File: config.mk
export PLATFORM = sky130hd
export DESIGN_NAME = systk_timer
export DESIGN_NICKNAME = d
export VERILOG_FILES = /design/src/hdl/systk_pkg.sv /design/src/hdl/systk_timer.sv
export SDC_FILE = /design/constraint.sdc
export NUM_CORES = 1
export LEC_CHECK = 0
export ABC_CLOCK_PERIOD_IN_PS = 6610
export BUFFER_PORTS_ARGS = -buffer_cell sky130_fd_sc_hd__buf_2
export CORE_ASPECT_RATIO = 0.5
export CORE_MARGIN = 3
export CORE_UTILIZATION = 46
export CTS_CLUSTER_SIZE = 40
export DETAILED_ROUTE_END_ITERATION = 16
export MAX_ROUTING_LAYER = met4
export PLACE_DENSITY = 0.67
export SKIP_CTS_REPAIR_TIMING = 1
export SLEW_MARGIN = 20
export SYNTH_ARGS = -nofsm -noshare
export SYNTH_HDL_FRONTEND = slang
export SYNTH_SLANG_ARGS = --single-unit
File: constraint.sdc
create_clock -name mclk_in -period 6.61 [get_ports mclk_in]
set_input_delay 0 -clock mclk_in [delete_from_list [all_inputs] [get_ports mclk_in]]
set_output_delay 0 -clock mclk_in [all_outputs]
set_load 0.02 [all_outputs]
File: src/hdl/systk_pkg.sv
// Package of the system tick timer: register map, field positions and
// reset values, plus the request and answer carriers of the register port.
// Assumes a single-clock core side that issues one register access a cycle.
`default_nettype none

package systk_pkg;

  // ==========================================================================
  // Register map
  localparam logic [31:0] SYSTK_BASE_ADDR  = 32'he000_e000;
  localparam logic [31:0] SYSTK_OFF_CTRL   = 32'h0000_0010;
  localparam logic [31:0] SYSTK_OFF_RELOAD = 32'h0000_0014;
  localparam logic [31:0] SYSTK_OFF_CURR   = 32'h0000_0018;

  // ==========================================================================
  // Field positions and widths
  localparam int          SYSTK_CNT_W      = 24;
  localparam int          SYSTK_EN_BIT     = 0;
  localparam int          SYSTK_INT_BIT    = 1;
  localparam int          SYSTK_SRC_BIT    = 2;
  localparam int          SYSTK_FLAG_BIT   = 16;

  // ==========================================================================
  // Reset values
  localparam logic [31:0] SYSTK_CTRL_RST   = 32'h0000_0000;
  localparam logic [23:0] SYSTK_RELOAD_RST = 24'h00_0000;
  localparam logic [23:0] SYSTK_CURR_RST   = 24'h00_0000;

  // ==========================================================================
  // Carriers
  typedef struct packed {
    logic        rd;
    logic        wr;
    logic [31:0] addr;
    logic [31:0] wdata;
  } systk_req_t;

  typedef struct packed {
    logic        valid;
    logic        err;
    logic [31:0] rdata;
  } systk_rsp_t;

endpackage : systk_pkg

`default_nettype wire

File: src/hdl/systk_timer.sv
// System tick down counter with its three memory-mapped registers.
// Assumes the core presents at most one access per cycle on req_in and that
// the reference clock is slow enough to be sampled by mclk_in.
//
// Overview of operation
// - 24-bit down counter wrapping to reload value
// - Count to zero, reload next tick, continue
// - Flag bit 16 set on step 1 to 0
// - Flag cleared by status read or current write
// - Zero reload keeps counter parked at zero
// - Any current value write zeroes the counter
// - Bit 2 selects core or reference clock
// - Bit 1 pends exception on count to zero
// - Bit 0 runs counter continuously, clear stops
// - Reload holds 24 bits, upper bits reserved
// - Current read returns live value, upper zero
// - Registers at base plus 0x10, 0x14, 0x18
`default_nettype none

module systk_timer #(
  parameter int CNT_W = systk_pkg::SYSTK_CNT_W
) (
  // Clock and reset
  input  wire                  mclk_in,
  input  wire                  reset_n_in,
  // Register port
  input  wire systk_pkg::systk_req_t req_in,
  output var  systk_pkg::systk_rsp_t rsp_out,
  // Reference clock from outside the core domain
  input  wire                  ref_clk_in,
  // Exception request
  output logic                 tick_pend_out
);
  import systk_pkg::*;

  // ==========================================================================
  // Elaboration check
  generate
    if (CNT_W < 2 || CNT_W > SYSTK_CNT_W) begin : g_bad_width
      $error("systk_timer: CNT_W out of range");
    end
  endgenerate

  // ==========================================================================
  // Address decode
  function automatic logic addr_hit(input logic [31:0] addr, input logic [31:0] off);
    addr_hit = (addr == (SYSTK_BASE_ADDR + off));
  endfunction

  logic [CNT_W-1:0] curr_r;
  logic [CNT_W-1:0] reload_r;
  logic             enable_r;
  logic             zero_exception_enable_r;
  logic             clock_select_bit_r;
  logic             zero_reached_flag_r;
  logic [2:0]       ref_sync_r;
  systk_rsp_t       rsp_r;
  logic             pend_r;

  wire hit_ctrl   = addr_hit(req_in.addr, SYSTK_OFF_CTRL);
  wire hit_reload = addr_hit(req_in.addr, SYSTK_OFF_RELOAD);
  wire hit_curr   = addr_hit(req_in.addr, SYSTK_OFF_CURR);
  wire hit_any    = hit_ctrl | hit_reload | hit_curr;
  wire acc        = req_in.rd | req_in.wr;
  wire ctrl_rd    = req_in.rd & hit_ctrl;
  wire ctrl_wr    = req_in.wr & hit_ctrl;
  wire reload_wr  = req_in.wr & hit_reload;
  wire curr_wr    = req_in.wr & hit_curr;

  // ==========================================================================
  // Count source
  wire ref_edge   = ref_sync_r[1] & ~ref_sync_r[2];
  wire step       = enable_r & (clock_select_bit_r | ref_edge);
  wire curr_zero  = (curr_r == '0);
  wire curr_one   = (curr_r == CNT_W'(1));
  wire hit_zero   = step & curr_one;

  // ==========================================================================
  // Next values
  wire [CNT_W-1:0] curr_nxt =
    curr_wr   ? '0 :
    !step     ? curr_r :
    curr_zero ? reload_r :
                curr_r - CNT_W'(1);

  // Set wins over either clear
  wire flag_nxt = hit_zero | (zero_reached_flag_r & ~ctrl_rd & ~curr_wr);

  wire [31:0] ctrl_view = {15'h0000, zero_reached_flag_r, 13'h0000,
                           clock_select_bit_r, zero_exception_enable_r, enable_r};
  wire [31:0] rd_mux =
    hit_ctrl   ? ctrl_view :
    hit_reload ? {{(32-CNT_W){1'b0}}, reload_r} :
    hit_curr   ? {{(32-CNT_W){1'b0}}, curr_r} :
                 32'h0000_0000;

  wire systk_rsp_t rsp_nxt = '{valid: acc, err: acc & ~hit_any,
                                rdata: (req_in.rd & hit_any) ? rd_mux : 32'h0000_0000};

  // ==========================================================================
  // Reference clock synchroniser
  always_ff @(posedge mclk_in or negedge reset_n_in) begin
    if (!reset_n_in) begin
      ref_sync_r <= 3'h0;
    end else begin
      ref_sync_r <= {ref_sync_r[1:0], ref_clk_in};
    end
  end

  // ==========================================================================
  // Control register
  always_ff @(posedge mclk_in or negedge reset_n_in) begin
    if (!reset_n_in) begin
      enable_r                <= SYSTK_CTRL_RST[SYSTK_EN_BIT];
      zero_exception_enable_r <= SYSTK_CTRL_RST[SYSTK_INT_BIT];
      clock_select_bit_r      <= SYSTK_CTRL_RST[SYSTK_SRC_BIT];
    end else if (ctrl_wr) begin
      enable_r                <= req_in.wdata[SYSTK_EN_BIT];
      zero_exception_enable_r <= req_in.wdata[SYSTK_INT_BIT];
      clock_select_bit_r      <= req_in.wdata[SYSTK_SRC_BIT];
    end
  end

  // ==========================================================================
  // Reload register
  always_ff @(posedge mclk_in or negedge reset_n_in) begin
    if (!reset_n_in) begin
      reload_r <= SYSTK_RELOAD_RST[CNT_W-1:0];
    end else if (reload_wr) begin
      reload_r <= req_in.wdata[CNT_W-1:0];
    end
  end

  // ==========================================================================
  // Counter, flag, exception and answer
  always_ff @(posedge mclk_in or negedge reset_n_in) begin
    if (!reset_n_in) begin
      curr_r              <= SYSTK_CURR_RST[CNT_W-1:0];
      zero_reached_flag_r <= SYSTK_CTRL_RST[SYSTK_FLAG_BIT];
      pend_r              <= 1'b0;
      rsp_r               <= '0;
    end else begin
      curr_r              <= curr_nxt;
      zero_reached_flag_r <= flag_nxt;
      pend_r              <= hit_zero & zero_exception_enable_r;
      rsp_r               <= rsp_nxt;
    end
  end

  assign rsp_out       = rsp_r;
  assign tick_pend_out = pend_r;

  // ==========================================================================
  // Assertions
  property p_decrement;
    @(posedge mclk_in) disable iff (!reset_n_in)
    (step && !curr_zero && !curr_wr) |=> (curr_r == $past(curr_r) - CNT_W'(1));
  endproperty
  a_decrement: assert property (p_decrement) else $error("counter did not decrement");

  property p_wrap;
    @(posedge mclk_in) disable iff (!reset_n_in)
    (step && curr_zero && !curr_wr) |=> (curr_r == $past(reload_r));
  endproperty
  a_wrap: assert property (p_wrap) else $error("counter did not reload at zero");

  property p_flag_set;
    @(posedge mclk_in) disable iff (!reset_n_in)
    hit_zero |=> zero_reached_flag_r ##1 (zero_reached_flag_r || $past(ctrl_rd || curr_wr));
  endproperty
  a_flag_set: assert property (p_flag_set) else $error("flag not set on step to zero");

  property p_flag_clear;
    @(posedge mclk_in) disable iff (!reset_n_in)
    ((ctrl_rd || curr_wr) && !hit_zero) |=> !zero_reached_flag_r;
  endproperty
  a_flag_clear: assert property (p_flag_clear) else $error("flag not cleared");

  property p_park_zero;
    @(posedge mclk_in) disable iff (!reset_n_in)
    (curr_zero && reload_r == '0 && !reload_wr) [*2] |-> ##1 curr_zero;
  endproperty
  a_park_zero: assert property (p_park_zero) else $error("counter left zero with zero reload");

  property p_write_clears;
    @(posedge mclk_in) disable iff (!reset_n_in)
    curr_wr |=> (curr_zero && !tick_pend_out) or ($past(hit_zero) && curr_zero);
  endproperty
  a_write_clears: assert property (p_write_clears) else $error("current write did not zero counter");

  property p_source;
    @(posedge mclk_in) disable iff (!reset_n_in)
    (!clock_select_bit_r && !ref_edge && !curr_wr) |=> $stable(curr_r);
  endproperty
  a_source: assert property (p_source) else $error("count moved without reference edge");

  property p_pend;
    @(posedge mclk_in) disable iff (!reset_n_in)
    tick_pend_out |-> $past(hit_zero && zero_exception_enable_r);
  endproperty
  a_pend: assert property (p_pend) else $error("exception pended without cause");

  property p_pend_cause;
    @(posedge mclk_in) disable iff (!reset_n_in)
    (hit_zero && zero_exception_enable_r) |=> tick_pend_out;
  endproperty
  a_pend_cause: assert property (p_pend_cause) else $error("exception not pended");

  property p_stopped;
    @(posedge mclk_in) disable iff (!reset_n_in)
    (!enable_r && !curr_wr) |=> $stable(curr_r);
  endproperty
  a_stopped: assert property (p_stopped) else $error("disabled counter moved");

  property p_curr_read;
    @(posedge mclk_in) disable iff (!reset_n_in)
    (req_in.rd && hit_curr) |=> (rsp_out.valid && rsp_out.rdata == {{(32-CNT_W){1'b0}}, $past(curr_r)});
  endproperty
  a_curr_read: assert property (p_curr_read) else $error("current read value wrong");

  property p_ctrl_reserved;
    @(posedge mclk_in) disable iff (!reset_n_in)
    (req_in.rd && hit_ctrl) |=> (rsp_out.rdata[31:17] == 15'h0000 && rsp_out.rdata[15:3] == 13'h0000);
  endproperty
  a_ctrl_reserved: assert property (p_ctrl_reserved) else $error("reserved status bits not zero");

  c_wrap:     cover property (@(posedge mclk_in) disable iff (!reset_n_in) step && curr_zero && reload_r != '0);
  c_pend:     cover property (@(posedge mclk_in) disable iff (!reset_n_in) tick_pend_out);
  c_ref_step: cover property (@(posedge mclk_in) disable iff (!reset_n_in) step && !clock_select_bit_r);
  c_flag_rd:  cover property (@(posedge mclk_in) disable iff (!reset_n_in) ctrl_rd && zero_reached_flag_r);

endmodule // systk_timer

`default_nettype wire

* Word level (Yosys, flattened, before mapping) *
Cells that the tools add are included.

storage, ports and cells
  flip-flop bits (word level) = 82
  input port bits = 69
  output and inout bits = 35
  logic and storage cells = 46

operators by class
  add/subtract/negate cells = 1
  eq/ne operators = 4
  muxes and demuxes = 7
  bitwise logic cells = 21
  reduce and logical (&&, ||, !) cells = 2

operators by type and width
  operator               number
  $mux 24                7
  $eq 32x32->1 const B   3
  $eq 24x1->1 const B    1
  $logic_not 24->1       1
  $sub 24x1->24 const B  1
  $and 1x1->1            12
  $or 1x1->1             5
  $not 1->1              4
  $reduce_bool 2->1      1

* Depth between registers and ports, before layout *
  word-level depth = 6
  depth in mapped cells = 8

* Least setup slack after synthesis *
No wires, ideal clock.

  path kind = register to register
  from = reg curr_r[19]
  to = reg curr_r[12]
  setup time = 122 ps
  arrival = 2339 ps
  required time = 6488 ps
  path slack = 4149 ps
  cell stages (with the launch flop) = 8
  clock period less this slack = 2461 ps
  path through = dfrtp_1 > or4_1 > buf_2 > or3_4 > or3_1 > buf_2 > mux2_1 > a32o_1

on the way
  longest elaborated chain between the ends = 4

RTL lines
  what                      RTL line            text
  start: declaration        systk_timer.sv:50   logic [CNT_W-1:0] curr_r;
  start signal: assignment  systk_timer.sv:138  curr_r <= SYSTK_CURR_RST[CNT_W-1:0];
  start signal: assignment  systk_timer.sv:143  curr_r <= curr_nxt;
  $logic_not 24->1          systk_timer.sv:74   wire curr_zero = (curr_r == '0);
  $mux 24                   systk_timer.sv:83   curr_zero ? reload_r :
  $mux 24                   systk_timer.sv:82   !step ? curr_r :
  $mux 24                   systk_timer.sv:81   curr_wr ? '0 :

No other way between the ends. The select of a mux whose other input is x is not followed.
A chain may end at the register's enable or synchronous reset.

* Worst setup path after layout *
  from = reg curr_r[9]
  to = reg curr_r[11]

on the way
  longest elaborated chain between the ends = 4
  elaborated cells between the ends (all ways) = 5
  classes of those cells = 1 x add/sub; 3 x mux; 1 x reduce/logical

RTL lines
  what                                                      RTL line
  $sub 24x1->24 / $logic_not 24->1 (equally long branches)  systk_timer.sv:84, systk_timer.sv:74
  $mux 24 (*)                                               systk_timer.sv:83
  $mux 24 (*)                                               systk_timer.sv:82
  $mux 24 (*)                                               systk_timer.sv:81

Mark *: on every way between the ends. The rest lies on a longest branch, timed or not. The select of a mux whose other input is x is not followed.

==> summary.md <==
| Metric | Value |
|---|---|
| Status | complete, no violations |
| CP Data Arrival Time | 3470 ps |
| Max-capacitance violation count | 0 |
| Die area | 10130 sq um |
| Syn. warnings | 0 |
| Dominant combinational cell family by area after synthesis | compound AO/OA/AOI/OAI gates |
| Switching power share of the total | 20.23% |
| Net switching power of the design | 219.8 uW |
| Fraction of layout cells with a size suffix above 1 | 29.56% |
| Number of hold violations in the final report | 0 |
| Number of storage elements in the synthesis netlist | 82 |
| Height of the chip | 72.68 um |
| Simple-Gate Fraction of Synth Area | 17.47% |
| Filler-free cell count of the finished design | 616 |
| Setup violations, final | 0 |
| Number of H-tree levels | 3 |
| Setup slack after layout | 3399 ps |
| Clock sinks | 82 |
| Starting DRT DRC Count | 236 |
| Worst EP required | 6860 ps |
| Die span in x | 139.4 um |
| Core Box Area | 8317 sq um |
| Logic pwr share | 5.6% |
| Maximum number of pins on one net before global-route repair | 83 |
| Final worst hold slack | 10.93 ps |
| Share of flip-flops with an asynchronous set or reset | 100.0% |
| Sequential cell fraction of total power | 46.4% |
| Number of enable flip-flop cells after synthesis | 0 |
| Overall global routing resource usage | 22.25% |
| Weighted congestion at the end of routability-driven global placement | 0.8859 |
| Final number of max-transition violations | 0 |
| Worst setup slack before clock tree synthesis | 3460 ps |
| Cell Int Power | 866.6 uW |
| Via count of the first global-routing pass | 3380 |
| Clock slew at the register clock pins of the worst setup and hold paths | 60 ps |
| Worst-case headroom to the max-slew limit | 28.62% |
| Wire length of the first global-routing pass | 17.41 mm |
| Starting density of the core | 49.18% |
| Maximum count of clock buffers along a single path | 2 |
| Slew at the pin closest to its max-slew limit | 1066 ps |
| Peak fanout along the critical path | 13 |
| Unrepaired setup endpoints after global routing | false |
| Detailed-routing wirelength on met1 | 4.881 mm |
| Area growth from synthesis to layout | 26.74% |
| Aggregate routed wire length | 10.52 mm |
| Number of distinct library cell variants in the gate-level netlist after synthesis | 58 |
| Number of placed instances, taps included | 572 |
| Antenna cells | 0 |
| Antenna Nets Post-Route | 0 |
| Post-Synth Adder-Cell Area | 0.9177% |
| Syn_area_per_cell | 10.43 sq um |
| Setup Skew | 5.263 ps |
| Minimum clock period | 3211 ps |
| Fraction of the yosys area taken by sequential cells | 50.17% |
| Top routing layer in use | met4 |
| Placement row count | 23 |
| Fraction of synthesized area in multiplexers | 9.330% |
| Number of antenna violations at the first check in global routing | 0 |
| Complex-gate fraction of the synthesized area | 17.53% |
| Worst min-delay path category | input pin to flip-flop |
| Crit end category | flip-flop |
| Path type of the worst setup path | flip-flop to flip-flop |
| Mapped Area | 4090 sq um |
| Fraction of synthesized cell area in xor and xnor cells | 0.2141% |
| Drt drc | 0 |
| Routed length on met3 | 869 um |
| Power per cell area | 209.6 nW/um^2 |
| Startpoint Class | flip-flop |
| Via Count | 3589 |
| Final global-route overflow total | 0 |
| Total Neg Setup Slack | 0 ps |
| Clock insertion delay at the later pin of the skew report | 340 ps |
| Power share of the clock group | 48.0% |
| Syn Inst Count | 392 |
| Root buffer cell | sky130_fd_sc_hd__clkbuf_16 |
| DRT Pass-1 Iters | 5 |
| Worst supply voltage drop on vdd | 0.1347 mV |
| Part of the cycle the worst path needs | 48.58% |
| Count of nets after finishing | 571 |
| IO Pins | 104 |
| Commonest register cell after synthesis | sky130_fd_sc_hd__dfrtp_1 |
| Highest clock rate | 311.4 MHz |
| Standby leakage power | 2.312 nW |
| Clock tree from TritonCTS | done |
| Detailed placement HPWL | 7.036 mm |
| Num CTS Buffers | 9 |
| Average wire length per cell after detail routing | 17.08 um |
| Count of input and output buffers | 87 |
| Per-cell via count in the routed design | 5.826 |
| Detail Route met2 WL | 4.665 mm |
-- critical path: stages, from the launching register on --
cell,delay (ps)
sky130_fd_sc_hd__dfrtp_1,410
sky130_fd_sc_hd__nor4_1,780
sky130_fd_sc_hd__nand2_1,530
sky130_fd_sc_hd__nor3_2,840
sky130_fd_sc_hd__mux2_2,410
sky130_fd_sc_hd__a21oi_1,150
-- path summary, 6_finish.rpt --
check | from | to | slack [ps] | depth (start not counted)
worst max register to register | curr_r[9] | curr_r[11] | 3400 | 5
worst min-delay path | req_in[35] | rsp_out[32] | 10 | 3
max in group asynchronous | reset_n_in | curr_r[8] | 5850 | 2
min in group asynchronous | reset_n_in | ref_sync_r[0] | 280 | 2
worst min register to register | ref_sync_r[0] | ref_sync_r[1] | 370 | 0
worst max-delay path | curr_r[9] | curr_r[11] | 3400 | 5
-- sequential cells by signal (all words and copies together), names as in the netlist --
signal,cells
enable_r,1
curr_r,24
ref_sync_r,3
rsp_out,26
zero_exception_enable_r,1
tick_pend_out,1
reload_r,24
clock_select_bit_r,1
zero_reached_flag_r,1
-- cell usage in the layout (no fill, tap or decap), drive strengths merged, types with 4 or more instances in the layout --
master       instances
nand4                4
dlygate4sd3         28
nor2                34
and3                 4
inv                  7
clkbuf              15
or3                  6
mux2                33
nand2b               4
nor4b                7
buf                 91
conb                 8
a22oi               23
or4                  5
dfrtp               82
nand3                9
nor2b                8
a31oi               10
nor3                 8
a21oi               18
a32o                 4
o21ai               18
nand2               20
nor4                11
-- metrics by stage --
stage	area, sq um	util (%)	power [mW]
2_1_floorplan	4116	-	0.5327
3_3_place_gp	4582	55.09	0.5608
3_5_place_dp	4582	55.09	0.5616
4_1_cts	4900	58.91	1.085
5_1_grt	5184	62.33	1.126
6_report	5184	62.33	1.086
-- area by class of cell --
type                    count  area [sq um]
flip-flops and latches     82          2052
clock buffers              15         287.8
repair buffers            119         752.0
clock inverters             1         30.03
fillers                   703          3133
multi-input cells         280          1896
well taps                 112         140.1
inverters                   7         26.28
-- power by group through the flow --
| stage | clock network, mW | logic, mW | registers [mW] |
|---|---|---|---|
| floorplan | 0 | 0.0185 | 0.514 |
| global placement | 0 | 0.0475 | 0.513 |
| detailed placement | 0 | 0.0482 | 0.513 |
| CTS | 0.533 | 0.0484 | 0.504 |
| global route | 0.553 | 0.0681 | 0.504 |
| finish | 0.521 | 0.0608 | 0.504 |
-- cell usage after synthesis, drive strengths merged (4+ instances only) --
cell type / n / area share [%]
a21oi: 18 / 2.2
a22oi: 23 / 4.2
a31oi: 10 / 1.5
a32o: 4 / 0.98
and3: 4 / 0.61
buf: 13 / 2.1
clkbuf: 17 / 1.6
dfrtp: 82 / 50
inv: 7 / 0.64
mux2: 33 / 9.1
nand2: 20 / 1.8
nand2b: 4 / 0.61
nand3: 9 / 1.1
nand4: 4 / 0.61
nor2: 34 / 3.1
nor2b: 8 / 1.2
nor3: 8 / 1.1
nor4: 11 / 1.7
nor4b: 7 / 1.7
o21ai: 18 / 2.2
or3: 6 / 1.0
or4: 5 / 0.92
-- per-layer routing --
layer  vias to the layer above  GRT usage (%)
met3                        14          5.890
li1                       1661              -
met1                      1745          32.11
met5                         -              -
met2                       169          31.76
met4                         0          4.555
-- cells by family (layout without fill, tap and decap cells) --
kind of cell	Yosys count	after routing
AOI/OAI and AO/OA	103	103
DFF	82	82
muxes	34	34
and+or+nand+nor	131	131
other	1	8
xor gates and xnor gates	1	1
adders and majority gates	3	3
buffers and inverters	37	142
(Power assumes the default switching activity.)
